<file path="config.mk">
export PLATFORM = sky130hd
export DESIGN_NAME = pbmux_top
export DESIGN_NICKNAME = d
export VERILOG_FILES = /design/src/hw/pbmux_pkg.sv /design/src/hw/pbmux_pin.sv /design/src/hw/pbmux_top.sv
export SDC_FILE = /design/constraint.sdc
export NUM_CORES = 1
export LEC_CHECK = 0
export ABC_AREA = 1
export BUFFER_PORTS_ARGS = -buffer_cell sky130_fd_sc_hd__buf_4
export CAP_MARGIN = 20
export CORE_UTILIZATION = 35
export CTS_CLUSTER_DIAMETER = 60
export CTS_CLUSTER_SIZE = 8
export DETAILED_ROUTE_END_ITERATION = 6
export PLACE_DENSITY = 0.68
export SLEW_MARGIN = 15
export SYNTH_ARGS = -nofsm -noshare
export SYNTH_HDL_FRONTEND = slang
export SYNTH_SLANG_ARGS = --single-unit
export TNS_END_PERCENT = 50
</file>
<file path="constraint.sdc">
create_clock -name clk -period 5.87 [get_ports clk]
set_input_delay 0.587 -clock clk [delete_from_list [all_inputs] [get_ports clk]]
set_output_delay 0.587 -clock clk [all_outputs]
set_load 0.01 [all_outputs]
</file>
<file path="src/hw/pbmux_pkg.sv">
package pbmux_pkg;
  localparam int PBMUX_NPINS = 6;
  localparam logic [1:0] PBMUX_ADDR_CONTROL = 2'h0;
  localparam logic [1:0] PBMUX_ADDR_LATCH = 2'h1;
  localparam logic [1:0] PBMUX_ADDR_DIR = 2'h2;
  localparam logic [7:0] PBMUX_RESET_VALUE = 8'h00;
  localparam logic [7:0] PBMUX_PORT_MASK = 8'h3f;
  // Bits 7 and 2 of the control register are reserved
  localparam logic [7:0] PBMUX_CONTROL_MASK = 8'h7b;
  localparam int PBMUX_PUD_BIT = 6;
  localparam int PBMUX_PIN_RESET = 5;
  localparam int PBMUX_PIN_CMP_B = 1;
  localparam int PBMUX_PIN_CMP_A = 0;
  localparam int PBMUX_PIN_EXT = 2;
  // Fuse bit value that means programmed
  localparam logic PBMUX_FUSE_PROGRAMMED = 1'b0;
endpackage

</file>
<file path="src/hw/pbmux_pin.sv">
`timescale 1ns/10ps
// One pad's control path after overrides are applied
module pbmux_pin (
  input wire logic dir_bit,
  input wire logic latch_bit,
  input wire logic global_pullup_disable,
  input wire logic sleep,
  input wire logic pullup_override_enable,
  input wire logic pullup_override_value,
  input wire logic direction_override_enable,
  input wire logic direction_override_value,
  input wire logic port_value_override_enable,
  input wire logic port_value_override_value,
  input wire logic input_enable_override_enable,
  input wire logic input_enable_override_value,
  output logic pull_up,
  output logic drive_en,
  output logic drive_val,
  output logic input_en
);
  always_comb begin
    pull_up = pullup_override_enable ? pullup_override_value : (!dir_bit && latch_bit && !global_pullup_disable); // [RULE_13]
    drive_en = direction_override_enable ? direction_override_value : dir_bit; // [RULE_14]
    drive_val = port_value_override_enable ? port_value_override_value : latch_bit; // [RULE_15]
    input_en = input_enable_override_enable ? input_enable_override_value : !sleep; // [RULE_16]
  end
endmodule

</file>
<file path="src/hw/pbmux_top.sv">
// Chosen here: the register offsets and strobed register access.
`timescale 1ns/10ps
// Notes on behaviour
// RULE_01 - Control register bits 7 and 2 always read as zero.
// RULE_02 - Global pull-up disable set switches every default pull-up off.
// RULE_03 - A fuse term is one when its fuse bit is zero (programmed).
// RULE_04 - Pin 5 with both fuses programmed forces pull-up on, debug drive.
// RULE_05 - Pin 5 input override on fuse, mask and enable, or digital-off.
// RULE_06 - Pin 4 input override on mask and enable, or its digital-off.
// RULE_07 - Pin 3 input override on mask and enable, or its digital-off.
// RULE_08 - Pin 2 input override likewise; its input feeds timer and irq.
// RULE_09 - Pin 1 input override on mask and enable, or comparator neg off.
// RULE_10 - Pin 0 input override on mask and enable, or comparator pos off.
// RULE_11 - Enabled compare outputs B and A drive pins 1 and 0 value.
// RULE_12 - Latch and direction reset to zero, hold 5:0, read zero in 7:6.
// RULE_13 - Pull-up follows override, else on when dir,latch,pud = 010.
// RULE_14 - Driver enable follows direction override, else direction bit.
// RULE_15 - Enabled driver outputs override value instead of latch bit.
// RULE_16 - Input enable follows override, else inverse of controller sleep state.
module pbmux_top
  import pbmux_pkg::*;
(
  input wire logic clk,
  input wire logic rst_n,
  input wire logic [1:0] addr,
  input wire logic [7:0] wdata,
  input wire logic wr_stb,
  input wire logic rd_stb,
  output logic [7:0] rdata,
  input wire logic reset_pin_disable_fuse,
  input wire logic single_wire_debug_fuse,
  input wire logic debug_transmit,
  input wire logic [5:0] pin_change_mask,
  input wire logic pin_change_enable,
  input wire logic analog_ch_zero_digital_off,
  input wire logic analog_ch_one_digital_off,
  input wire logic analog_ch_two_digital_off,
  input wire logic analog_ch_three_digital_off,
  input wire logic comparator_pos_digital_off,
  input wire logic comparator_neg_digital_off,
  input wire logic compare_a_enable,
  input wire logic compare_a_wave_out,
  input wire logic compare_b_enable,
  input wire logic compare_b_wave_out,
  input wire logic sleep,
  input wire logic [5:0] pad_in,
  output logic [5:0] pad_out,
  output logic [5:0] pad_oe,
  output logic [5:0] pad_pullup,
  output logic [5:0] input_enable,
  output logic [5:0] alt_function_input_tap,
  output logic timer_ext_clock_in,
  output logic external_irq_zero_in
);
  import pbmux_pkg::*;

  logic rst_meta_n;
  logic rst_sync_n;
  logic outs_live;
  logic [7:0] micro_control;
  logic [7:0] port_output_latch;
  logic [7:0] port_direction;
  logic [5:0] pad_meta;
  logic [5:0] pad_sync;
  logic fuse_rst_prog;
  logic fuse_dbg_prog;
  logic both_fuses;
  logic [5:0] pullup_override_enable;
  logic [5:0] pullup_override_value;
  logic [5:0] direction_override_enable;
  logic [5:0] direction_override_value;
  logic [5:0] port_value_override_enable;
  logic [5:0] port_value_override_value;
  logic [5:0] input_enable_override_enable;
  logic [5:0] input_enable_override_value;
  logic [5:0] digital_off;
  logic [5:0] next_pull;
  logic [5:0] next_oe;
  logic [5:0] next_val;
  logic [5:0] next_ie;

  function automatic logic fuse_on(input logic fuse_bit);
    return fuse_bit == PBMUX_FUSE_PROGRAMMED; // [RULE_03]
  endfunction

  always_ff @(posedge clk or negedge rst_n) begin
    if (!rst_n) begin
      rst_meta_n <= 1'b0;
      rst_sync_n <= 1'b0;
    end else begin
      rst_meta_n <= 1'b1;
      rst_sync_n <= rst_meta_n;
    end
  end

  // Outputs carry live values one edge after reset leaves; checks wait too
  always_ff @(posedge clk or negedge rst_sync_n) begin
    if (!rst_sync_n) begin
      outs_live <= 1'b0;
    end else begin
      outs_live <= 1'b1;
    end
  end

  // Register writes
  always_ff @(posedge clk or negedge rst_sync_n) begin
    if (!rst_sync_n) begin
      micro_control <= PBMUX_RESET_VALUE;
      port_output_latch <= PBMUX_RESET_VALUE;
      port_direction <= PBMUX_RESET_VALUE;
    end else if (wr_stb) begin
      case (addr)
        PBMUX_ADDR_CONTROL: begin
          micro_control <= wdata & PBMUX_CONTROL_MASK; // [RULE_01]
        end
        PBMUX_ADDR_LATCH: begin
          port_output_latch <= wdata & PBMUX_PORT_MASK; // [RULE_12]
        end
        PBMUX_ADDR_DIR: begin
          port_direction <= wdata & PBMUX_PORT_MASK; // [RULE_12]
        end
        default: begin
        end
      endcase
    end
  end

  // Read data in the cycle after the strobe; unmapped reads zero
  always_ff @(posedge clk or negedge rst_sync_n) begin
    if (!rst_sync_n) begin
      rdata <= PBMUX_RESET_VALUE;
    end else if (rd_stb) begin
      case (addr)
        PBMUX_ADDR_CONTROL: rdata <= micro_control; // [RULE_01]
        PBMUX_ADDR_LATCH: rdata <= port_output_latch; // [RULE_12]
        PBMUX_ADDR_DIR: rdata <= port_direction; // [RULE_12]
        default: rdata <= PBMUX_RESET_VALUE;
      endcase
    end else begin
      rdata <= PBMUX_RESET_VALUE;
    end
  end

  // Pads are asynchronous; first stage is read only by the second
  always_ff @(posedge clk or negedge rst_sync_n) begin
    if (!rst_sync_n) begin
      pad_meta <= 6'h00;
      pad_sync <= 6'h00;
    end else begin
      pad_meta <= pad_in;
      pad_sync <= pad_meta;
    end
  end

  always_comb begin
    fuse_rst_prog = fuse_on(reset_pin_disable_fuse);
    fuse_dbg_prog = fuse_on(single_wire_debug_fuse);
    both_fuses = fuse_rst_prog && fuse_dbg_prog;
    digital_off = {analog_ch_zero_digital_off, analog_ch_two_digital_off,
                   analog_ch_three_digital_off, analog_ch_one_digital_off,
                   comparator_neg_digital_off, comparator_pos_digital_off};
    pullup_override_enable = 6'h00;
    pullup_override_value = 6'h00;
    direction_override_enable = 6'h00;
    direction_override_value = 6'h00;
    port_value_override_enable = 6'h00;
    port_value_override_value = 6'h00;
    pullup_override_enable[PBMUX_PIN_RESET] = both_fuses; // [RULE_04]
    pullup_override_value[PBMUX_PIN_RESET] = 1'b1; // [RULE_04]
    direction_override_enable[PBMUX_PIN_RESET] = both_fuses; // [RULE_04]
    direction_override_value[PBMUX_PIN_RESET] = debug_transmit; // [RULE_04]
    port_value_override_enable[PBMUX_PIN_CMP_B] = compare_b_enable; // [RULE_11]
    port_value_override_value[PBMUX_PIN_CMP_B] = compare_b_wave_out; // [RULE_11]
    port_value_override_enable[PBMUX_PIN_CMP_A] = compare_a_enable; // [RULE_11]
    port_value_override_value[PBMUX_PIN_CMP_A] = compare_a_wave_out; // [RULE_11]
    // Pins 4..0 share one form: mask and enable, or digital-off
    input_enable_override_enable = (pin_change_mask & {6{pin_change_enable}}) // [RULE_06] [RULE_07]
            | digital_off; // [RULE_08] [RULE_09] [RULE_10]
    input_enable_override_enable[PBMUX_PIN_RESET] = fuse_rst_prog
        || (pin_change_mask[PBMUX_PIN_RESET] && pin_change_enable)
        || digital_off[PBMUX_PIN_RESET]; // [RULE_05]
    input_enable_override_value = digital_off; // [RULE_05] [RULE_06] [RULE_09] [RULE_10]
  end

  for (genvar i = 0; i < PBMUX_NPINS; i++) begin : g_pin
    pbmux_pin u_pin (
      .dir_bit(port_direction[i]),
      .latch_bit(port_output_latch[i]),
      .global_pullup_disable(micro_control[PBMUX_PUD_BIT]), // [RULE_02]
      .sleep(sleep),
      .pullup_override_enable(pullup_override_enable[i]),
      .pullup_override_value(pullup_override_value[i]),
      .direction_override_enable(direction_override_enable[i]),
      .direction_override_value(direction_override_value[i]),
      .port_value_override_enable(port_value_override_enable[i]),
      .port_value_override_value(port_value_override_value[i]),
      .input_enable_override_enable(input_enable_override_enable[i]),
      .input_enable_override_value(input_enable_override_value[i]),
      .pull_up(next_pull[i]),
      .drive_en(next_oe[i]),
      .drive_val(next_val[i]),
      .input_en(next_ie[i])
    );
  end

  // Registered pad controls; pads tri-stated during reset
  always_ff @(posedge clk or negedge rst_sync_n) begin
    if (!rst_sync_n) begin
      pad_out <= 6'h00;
      pad_oe <= 6'h00;
      pad_pullup <= 6'h00;
      input_enable <= 6'h00;
    end else begin
      pad_out <= next_val; // [RULE_15]
      pad_oe <= next_oe; // [RULE_14]
      pad_pullup <= next_pull; // [RULE_13] [RULE_02]
      input_enable <= next_ie; // [RULE_16]
    end
  end

  // Synchronised taps; disabled input reads as zero (clamped)
  always_ff @(posedge clk or negedge rst_sync_n) begin
    if (!rst_sync_n) begin
      alt_function_input_tap <= 6'h00;
      timer_ext_clock_in <= 1'b0;
      external_irq_zero_in <= 1'b0;
    end else begin
      alt_function_input_tap <= pad_sync & next_ie;
      timer_ext_clock_in <= pad_sync[PBMUX_PIN_EXT]
                            & next_ie[PBMUX_PIN_EXT]; // [RULE_08]
      external_irq_zero_in <= pad_sync[PBMUX_PIN_EXT]
                              & next_ie[PBMUX_PIN_EXT]; // [RULE_08]
    end
  end
endmodule

</file>
# Yosys cells after proc, flatten, opt, wreduce, memory -nomap -nowiden
# Index checks and enable logic that the tools add are counted.
word_totals:
  ff_bits: 71
  in_bits: 41
  wordCells: 62
op_classes:
  n_eq_ne: 2
  mux: 12
  n_bitwise: 6
  reduce_logical: 28
op_table:
  columns: ["op", "count"]
  rows:
  - ["7-bit one-hot mux with 3 select lines", 1]
  - ["1-bit logical AND", 14]
  - ["1-bit two-way mux", 10]
  - ["1-bit logical NOT", 8]
  - ["8-bit two-way mux", 1]
  - ["6-bit AND", 1]
  - ["2-bit AND reduction", 3]
  - ["5-bit AND", 1]
  - ["5-bit bitwise OR", 1]
  - ["2-bit by 1-bit equality test with 1-bit output (second input constant)", 1]
  - ["2-bit equality test (second input constant)", 1]
  - ["2-bit logical NOT", 1]
  - ["1-bit logical OR", 2]
  - ["1-bit inverter", 2]
  - ["1-bit AND", 1]

# Longest topological paths before layout
# Gate-level depths: netlist of the first run.
depth:
  ltp_word: 5
  mapped_depth: 7
  mapped_depth_nobuf: 5

# Modules after synthesis
# A second synthesis of the first run with hierarchy kept.
hier_totals:
  hier_cells: 264
  hier_area_um2: 2688.8
by_module_without_submodules:
  columns: ["mod", "instances", "cells_each", "area_each_um2", "seq_area_each_um2"]
  rows:
  - ["pbmux_top", 1, 186, 2373.5, 1726.7]
  - ["pbmux_pin", 6, 13, 52.6, 0.0]

# Worst setup path after synthesis of the first run
# OpenSTA, ideal clock, no wires.
synth_timing:
  path_type: "input port to flip-flop"
  start: "in addr[1]"
  end: "reg port_direction[5]"
  arrival_ns: 1.170
  required_time_ns: 5.750
  slack_ns: 4.580
  cell_stages: 7
  n_path_buf: 2
  cell_sequence: "buf_6 inv_6 nor2_4 nand2_2 buf_6 nand2_1 o21ai_2"
synth_via:
  elab_chain_len: 2
synth_rtl:
  columns: ["element", "line", "text"]
  rows:
  - ["start: declaration", "pbmux_top.sv:25", "input wire logic [1:0] addr,"]
  - ["2-bit equality test", "pbmux_top.sv:112", "case (addr)"]
  - ["2-bit AND reduction (no source line)", null, null]
  - ["end signal: assignment", "pbmux_top.sv:120", "port_direction <= wdata & PBMUX_PORT_MASK;"]
  - ["end: declaration", "pbmux_top.sv:62", "logic [7:0] port_direction;"]
# No other way between the ends.
# A chain may end at the register's enable or synchronous reset.

==> results.md, run 1 <==
* Status: completed
* Stages on worst setup path at 1
* Maximum VDD drop at 0.0001336 V
* Unrepaired setup endpoints after global routing: false
* Clock skew at 0.009935 ns
* Routability Congestion at 0.7377
* Worst slew pin tran at 0.8059 ns
* Final Max Slew Viols at 0
* Drt drc at 0
* Leak Pwr at 1.753 nW
* Number of global-route vias before repair at 1579
* Avg Cell Area, Syn at 11.68 sq um
* Overflow left after global routing at 0
* Number of gates resized after cts at 0
* # Post-CTS Setup Buffers at 0
* Power Density at 325.2 nW/um^2
* Crit path max-delay family: flip-flops
* Cell accounting for the most synthesized area: dfrtp_1
* Deepest clock path buffer count at 2
* Wire length per cell at 12.04 microns
* Flop pwr share at 0.504
* Minimum clock period at 1.456 ns
* Required time of the critical path at 5.28 ns
* I/O Buffers at 78
* Root buffer cell: clkbuf_8
* Worst relative slew slack at 0.4627
* Multi-input logic area at 613.1 sq um
* Antenna-violating nets left at 0
* DR vias at 1699
* Worst skew pair latency at 0.33 ns
* Pin count of the biggest net entering global routing at 67
* Drt pass-1 iters at 5
* Setup TNS at 0 ns
* Met3 GRT Util at 0.03697
* CP arrival at 0.87 ns
* Seq/Total Area, Yosys at 0.6845
* Final hold violations at 0
* DIE WIDTH at 86.90 microns
* Synth warn at 0
* ANT cells at 0
* Filler cells at 656
* Cell row count at 30
* Crit-path max cell delay at 0.39 ns
* Logic pwr share at 0.140
* IO Pins at 81
* Distinct cells, synth at 21
* First-pass GRT wire length at 7.797 mm
* Post-layout util at 0.4893
* Top cells by area, synth: dfrtp_1 (68%), nand2_1 (7.9%), o21ai_2 (5.9%)
* Worst-path cell chain: buf_4
* Post-Syn Instances at 216
* GR peak layer: met2
* Max_cap viols at 0
* Total global routing track utilization at 0.1407
* Internal power at 0.8288 mW
* CTS tree: done
* Final setup vio count at 0
* P&R area growth vs syn at 33.23%
* Worst hold slack at 0.01847 ns
* Die H at 86.90 microns
* M2 GR Usage at 0.2140
* Clock sink count at 69
* # hold bufs at CTS at 0
* Most frequent cells in the layout: buf_4 (79), dfrtp_1 (68), nand2_1 (53), inv_1 (21), o21ai_2 (17)
* CP bufs+invs at 1
* FF/Latch Area at 1728 sq um
* Synthesized area at 2522 sq um
* HPWL Detailed at 3.411 mm
* Initial antenna violation count at 0
* Num CTS Buffers at 9
* Sw Share at 0.2416
* Hold Crit Class: in -> async
* CP Capture Type: primary output
* FMAX at 686.6 MHz
* NumNets Final at 339
* Area of the die at 7551 sq um
* Filler-free cell count of the finished design at 398
* Vias per std cell at 4.269
* Worst setup SP type: flip-flop
* Initial Utilization at 0.3672
* Initial DRC Count at 112
* Crit path kind: reg -> out
* CTS clk-pin slew, worst paths at 0.07 ns
* #FFs+latches synth at 69
* Max stage delay cell, worst path: dfrtp_1
* Switching power at 0.2640 mW
* Clk pwr share at 0.356
* Worst-path fanout max at 3
* Synth top area share at 0.6845
* Syn Nets at 257
* Post-Route WL at 4.790 mm
* Placed Cells at 383
* Reg2reg path depth at 1
* Period utilisation layout at 0.2481
* CTS H-Tree Depth at 3
* Standard cell core area at 6869 sq um
* Most common cell after layout, fill and taps aside: buf_4
* GRT met1 Usage at 0.1802
* Fraction of layout cells with a size suffix above 1 at 0.4007
## flip-flops by register name, indices dropped and copies added (netlist names)
| signal | cells |
|---|---|
| rdata | 7 |
| alt_function_input_tap | 6 |
| input_enable | 6 |
| micro_control | 6 |
| pad_meta | 6 |
| pad_oe | 6 |
| pad_out | 6 |
| pad_pullup | 6 |
| pad_sync | 6 |
| port_direction | 6 |
| port_output_latch | 6 |
| rst_meta_n | 1 |
| rst_sync_n | 1 |
## per-layer routing
metal  vias up  part of all wire  wire length [microns]
li1        840                 -                      -
met3         8             0.044                    212
met5         -                 0                      0
met2        38              0.50                   2399
met4         0             0.018                     87
met1       813              0.44                   2090
## final timing paths
path / slack (ns) / start / endpoint
max: 4.41 / alt_function_input_tap[2] / external_irq_zero_in
max reg2reg: 4.88 / rst_sync_n / port_direction[3]
min: 0.02 / rst_n / rst_sync_n
min reg2reg: 0.03 / rst_sync_n / pad_meta[3]
max in group asynchronous: 4.88 / rst_sync_n / port_direction[3]
min in group clk: 0.35 / pad_meta[0] / pad_sync[0]
## synthesized netlist by cell type (all sizes together)
cell type  number
a21boi          6
or2             1
o21ai          21
nand3          16
inv            25
nor4            1
a21oi           2
nand2          56
nor3            2
buf             8
nor2            7
conb            2
dfrtp          69
## layout make-up
class | count | area share
Sequential cell | 69 | 0.5141
Tap cell | 96 | 0.03574
Timing Repair Buffer | 79 | 0.1765
Inverter | 25 | 0.03090
Clock buffer | 14 | 0.05138
Multi-Input combinational cell | 114 | 0.1824
Clock inverter | 1 | 0.008935
## stage by stage
| stage | power [mW] | area [sq um] | setup WS [ns] |
|---|---|---|---|
| 6_report | 1.093 | 3361 | 4.414 |
| 5_1_grt | 1.146 | 3361 | 4.373 |
| 4_1_cts | 1.106 | 3361 | 4.394 |
| 3_5_place_dp | 0.7166 | 3158 | 4.364 |
| 3_3_place_gp | 0.7122 | 3158 | 4.402 |
| 2_1_floorplan | 0.6377 | 2522 | 3.806 |
## power groups by stage
stage / clock network (mW) / logic [mW] / registers, mW
6_report: 0.389 / 0.153 / 0.551
5_1_grt: 0.417 / 0.171 / 0.557
4_1_cts: 0.398 / 0.156 / 0.552
3_5_place_dp: 0 / 0.156 / 0.561
3_3_place_gp: 0 / 0.153 / 0.560
2_1_floorplan: 0 / 0.0635 / 0.574
## kinds of logic after synthesis
family                 Yosys count  synth area share
DFF                             69            0.6845
AOI/OAI and AO/OA               29           0.09027
buffers and inverters           33           0.07242
and+or+nand+nor                 83            0.1498
other                            2          0.002977
(Power assumes the default switching activity.)
==> inputs of run 2 (changes only) <==
--- a/config.mk
+++ b/config.mk
@@ -5,7 +5,7 @@
 export SDC_FILE = /design/constraint.sdc
 export NUM_CORES = 1
 export LEC_CHECK = 0
-export ABC_AREA = 1
+export ABC_AREA = 0
 export BUFFER_PORTS_ARGS = -buffer_cell sky130_fd_sc_hd__buf_4
 export CAP_MARGIN = 20
 export CORE_UTILIZATION = 35
==> constraint.sdc (replaced) <==
create_clock -name clk -period 1.4 [get_ports clk]
set_input_delay 0.14 -clock clk [delete_from_list [all_inputs] [get_ports clk]]
set_output_delay 0.14 -clock clk [all_outputs]
set_load 0.01 [all_outputs]
==> results.md, run 2 <==
* Status: finished with violations
* Failing checks: design-rule violations
* Drt drc at 5
* Pin count of the biggest net entering global routing at 68
* Register name with the most flops: rdata
* Max stage delay cell, worst path: dlygate4sd3_1
* Wire length per cell at 13.54 microns
* Post-synth top flop: dfrtp_1
* CTS clk-pin slew, worst paths at 0.07 ns
* Initial Utilization at 0.3688
* # hold bufs at CTS at 14
* Cell row count at 29
* Total global routing track utilization at 0.1406
* Flop pwr share at 0.529
* Clock skew at 0.003812 ns
* Initial antenna violation count at 0
* Most common cell after layout, fill and taps aside: buf_4
* Leak Pwr at 1.607 nW
* Final hold violations at 0
* Pre-CTS setup slack at 0.1558 ns
* Initial DRC Count at 76
* Synth warn at 0
* Worst skew pair latency at 0.33 ns
* IO Pins at 81
* CTS tree: done
* Required time of the critical path at 1.62 ns
* I/O Buffers at 78
* Worst hold slack at 0.02195 ns
* Total Power at 4.488 mW
* DIE WIDTH at 84.50 microns
* Filler-free cell count of the finished design at 333
* Area of the die at 7140 sq um
* DR vias at 1476
* Sw Share at 0.2431
* Vias per std cell at 4.432
* Routability Congestion at 0.6999
* ANT cells at 0
* Root buffer cell: clkbuf_8
* Filler cells at 574
* Crit path kind: in -> reg
* Worst-path fanout max at 2
* Avg Cell Area, Syn at 15.57 sq um
* Drt pass-1 iters at 7
* NumNets Final at 292
* Crit-path max cell delay at 0.55 ns
* Antenna-violating nets left at 0
* Setup WS post-layout at 0.3545 ns
* CP Launch Point: analog_ch_two_digital_off
* First-pass GRT wire length at 7.334 mm
* Unrepaired setup endpoints after global routing: false
* Minimum clock period at 1.045 ns
* Synthesized area at 2382 sq um
* Num CTS Buffers at 9
* Final Max Slew Viols at 0
* Placed Cells at 303
* #FFs+latches synth at 69
* Maximum VDD drop at 0.0006999 V
* Switching power at 1.091 mW
* Internal power at 3.397 mW
* Top cells by area, synth: dfrtp_1 (72%), mux2_2 (10%), and2_1 (2.6%)
* Number of gates resized after cts at 0
* Top-count cell post-synth: dfrtp_1
* Worst-path cell chain: dlygate4sd3_1 > buf_4 > or2_2 > and2_1
* Overflow left after global routing at 0
* FF/Latch Area at 1728 sq um
* Post-Route WL at 4.509 mm
* FFs w/ async S/R, synth at 1.000
* Setup TNS at 0 ns
* Distinct cells, synth at 24
* Synth top area share at 0.7248
* Crit path max-delay family: buffers and inverters
* Syn Nets at 194
* # Post-CTS Setup Buffers at 0
* Seq/Total Area, Yosys at 0.7248
* Standard cell core area at 6459 sq um
* Final setup vio count at 0
* Logic pwr share at 0.154
* Die H at 84.50 microns
* CTS H-Tree Depth at 3
* Number of global-route vias before repair at 1484
* P&R area growth vs syn at 41.33%
* Critical R2R Launch: port_direction[5]
* Top post-synthesis cells by count: dfrtp_1 (69), mux2_2 (22), and2_1 (10)
* Post-Syn Instances at 153
* Cell accounting for the most synthesized area: dfrtp_1
* CP Capture Type: flip-flop
* CP arrival at 1.27 ns
* Fraction of layout cells with a size suffix above 1 at 0.4883
* Deepest clock path buffer count at 2
* Most frequent cells in the layout: buf_4 (78), dfrtp_1 (68), mux2_2 (22), dlygate4sd3_1 (14), clkbuf_8 (11)
* Max reg flops at 7
* HPWL Detailed at 2.985 mm
* Post-synth EDFFs at 0
* Multi-input logic area at 610.6 sq um
* Period utilisation layout at 0.7468
* Max_cap viols at 0
* CP bufs+invs at 2
* Worst setup SP type: input pin
* HP Start: analog_ch_three_digital_off
* Hold Crit Class: in -> reg
* Clk pwr share at 0.316
* FMAX at 956.5 MHz
* Power Density at 1333 nW/um^2
* Clock sink count at 69
## run 2: power by group through the flow
stage               Clock (mW)  Sequential (mW)  Combinational (mW)
CTS                       1.48             2.38               0.707
global route              1.56             2.41               0.753
floorplan                    0             2.46               0.242
detailed placement           0             2.42               0.674
finish                    1.42             2.38               0.693
global placement             0             2.41               0.660
## run 2: final cells by class
class,count,area share
Timing Repair Buffer,93,0.2215
Multi-Input combinational cell,76,0.1813
Sequential cell,69,0.5132
Inverter,2,0.002230
Clock inverter,3,0.005946
Clock buffer,13,0.04719
Tap cell,77,0.02861
## run 2: logic make-up after synthesis
kind of cell / Yosys count / synth area share
simple gates: 34 / 0.09664
flops: 69 / 0.7248
compound gates: 14 / 0.03571
mux: 26 / 0.1208
buf+inv: 8 / 0.01891
other cells: 2 / 0.003152
## run 2: metal layers
layer | up-vias | track usage | wire, microns
li1 | 705 | - | -
met1 | 717 | 0.1780 | 2034
met2 | 45 | 0.2114 | 2176
met3 | 9 | 0.03441 | 191
met4 | 0 | 0.1017 | 106
met5 | - | 0 | 0
## run 2: worst paths after layout
check	endpoint	slack [ns]	depth (start not counted)
max in group asynchronous	rdata[5]	0.83	1
min in group asynchronous	rst_meta_n	0.13	2
worst min-delay path	input_enable[3]	0.02	2
worst min register to register	pad_meta[2]	0.27	1
worst max-delay path	alt_function_input_tap[4]	0.35	4
worst max register to register	rdata[5]	0.40	2
## run 2: stage by stage
step | instance area, sq um | util
3_5_place_dp | 3048 | 0.4719
6_report | 3367 | 0.5213
3_3_place_gp | 3048 | 0.4719
2_1_floorplan | 2384 | -
4_1_cts | 3367 | 0.5213
5_1_grt | 3367 | 0.5213
==> inputs of run 3 (changes only) <==
--- a/config.mk
+++ b/config.mk
@@ -12,7 +12,7 @@
 export CTS_CLUSTER_DIAMETER = 60
 export CTS_CLUSTER_SIZE = 8
 export DETAILED_ROUTE_END_ITERATION = 6
-export PLACE_DENSITY = 0.68
+export PLACE_DENSITY = 0.7
 export SLEW_MARGIN = 15
 export SYNTH_ARGS = -nofsm -noshare
 export SYNTH_HDL_FRONTEND = slang
==> constraint.sdc (replaced) <==
create_clock -name clk -period 0.9 [get_ports clk]
set_input_delay 0.09 -clock clk [delete_from_list [all_inputs] [get_ports clk]]
set_output_delay 0.09 -clock clk [all_outputs]
set_load 0.01 [all_outputs]
==> results.md, run 3 (same netlist as run 2, synthesis figures left out) <==
* DIE WIDTH at 84.50 microns
* Internal power at 5.584 mW
* First-pass GRT wire length at 8.321 mm
* Filler-free cell count of the finished design at 358
* Fraction of layout cells with a size suffix above 1 at 0.5125
* Cell row count at 29
* Multi-input logic area at 646.9 sq um
* Antenna-violating nets left at 0
* P&R area growth vs syn at 58.98%
* Initial DRC Count at 78
* Reg2reg path depth at 2
* Failing checks: design-rule violations, negative setup slack
* Flop pwr share at 0.504
* Worst-path fanout max at 2
* Clk pwr share at 0.298
* Die H at 84.50 microns
* Filler cells at 559
* Setup TNS at -0.6425 ns
* FF/Latch Area at 1732 sq um
* Max stage delay cell, worst path: dfrtp_1
* Clock skew at 0.007602 ns
* Standard cell core area at 6459 sq um
* HP Start: wdata[3]
* Final hold violations at 0
* FMAX at 1028 MHz
* Worst-path cell chain: mux2_4 > o211a_1
* Power Density at 1953 nW/um^2
* Final setup vio count at 42
* Pre-CTS setup slack at -0.1839 ns
* CTS clk-pin slew, worst paths at 0.07 ns
* Hold Path Depth at 2
* Unrepaired setup endpoints after global routing: true
* Leak Pwr at 1.819 nW
* Max reg flops at 7
* Area of the die at 7140 sq um
* Required time of the critical path at 1.12 ns
* Drt drc at 5
* Minimum clock period at 0.9731 ns
* CP Capture Type: flip-flop
* Setup WS post-layout at -0.07312 ns
* CTS tree: done
* Most frequent cells in the layout: dfrtp_1 (67), buf_4 (53), buf_6 (37), dlygate4sd3_1 (21), mux2_2 (20)
* Pin count of the biggest net entering global routing at 68
* Hold Crit Class: in -> reg
* NumNets Final at 317
* Wire length per cell at 13.72 microns
* CTS H-Tree Depth at 3
* Worst skew pair latency at 0.33 ns
* Overflow left after global routing at 0
* Vias per std cell at 4.500
* Sw Share at 0.2451
* Num CTS Buffers at 9
* Placed Area at 3153 sq um
* Design area at 3787 sq um
* Status: finished with violations
* Routability Congestion at 0.7618
* Worst hold slack at 0.02274 ns
* Register name with the most flops: rdata
* ANT cells at 0
* Logic pwr share at 0.199
* Crit-path max cell delay at 0.40 ns
* Initial antenna violation count at 0
* HPWL Detailed at 3.261 mm
* Critical R2R Launch: port_direction[5]
* CP arrival at 1.19 ns
* Deepest clock path buffer count at 2
* Total Power at 7.396 mW
* DR vias at 1611
* Total global routing track utilization at 0.1549
* Maximum VDD drop at 0.0009335 V
* Drt pass-1 iters at 7
* Switching power at 1.813 mW
* Placed Cells at 315
* Period utilisation layout at 1.081
* Number of global-route vias before repair at 1690
* I/O Buffers at 78
* Clock sink count at 69
* Most common cell after layout, fill and taps aside: dfrtp_1
* Post-Route WL at 4.910 mm
* Post-layout util at 0.5864
* Final Max Slew Viols at 0
* Initial Utilization at 0.3688
* Root buffer cell: clkbuf_8
* Crit path kind: reg -> reg
* IO Pins at 81
* Worst setup SP type: flip-flop
* Max_cap viols at 0
* CP Launch Point: port_direction[5]
## run 3: changes by cell type in the layout (fill, tap and decap cells not counted), sizes merged
cell | previous run | this run
dlygate4sd3 | 14 | 21
clkbuf | 13 | 12
dlymetal6s4s | 0 | 5
clkinv | 1 | 3
clkinvlp | 2 | 1
buf | 79 | 92
## run 3: power by group through the flow
stage	registers [mW]	clock network (mW)	logic [mW]
global route	3.77	2.43	1.59
detailed placement	3.74	0	1.21
CTS	3.73	2.30	1.44
finish	3.72	2.20	1.47
floorplan	3.83	0	0.377
global placement	3.73	0	1.17
## run 3: layout make-up
cell class,count,share of cell area
repair buffers,118,0.2977
well taps,77,0.02544
multi-input cells,76,0.1708
inverters,2,0.001982
flip-flops and latches,69,0.4572
clock buffers,12,0.04096
clock inverters,4,0.005946
## run 3: worst max-delay path: cells and delay by family, from the launching register on
family	cells	cell delay [ns]
DFF	1	0.40
muxes	1	0.27
AOI/OAI and AO/OA	1	0.20
## run 3: final timing paths
path / endpoint / slack, ns
hold / removal: port_direction[3] / 0.02
setup / recovery: rdata[5] / -0.07
min in group asynchronous: rst_sync_n / 0.08
max in group asynchronous: micro_control[6] / 0.27
hold reg to reg: input_enable[0] / 0.31
setup reg to reg: rdata[5] / -0.07
## run 3: what timing repair did
item                                    CTS  global route
endpoints found under the setup margin   44            55
cloned                                    0             0
hold buffers                             26             0
pin swaps                                 0             6
setup buffers                             0             1
endpoints found under the hold margin    28             0
gates resized for setup                  42            12
## run 3: metal layers
| metal | wire length (microns) | global-route usage | vias to the layer above |
|---|---|---|---|
| met2 | 2318 | 0.2387 | 52 |
| met3 | 229 | 0.03933 | 14 |
| li1 | - | - | 760 |
| met4 | 155 | 0.09091 | 0 |
| met1 | 2207 | 0.1990 | 785 |
| met5 | 0 | 0 | - |
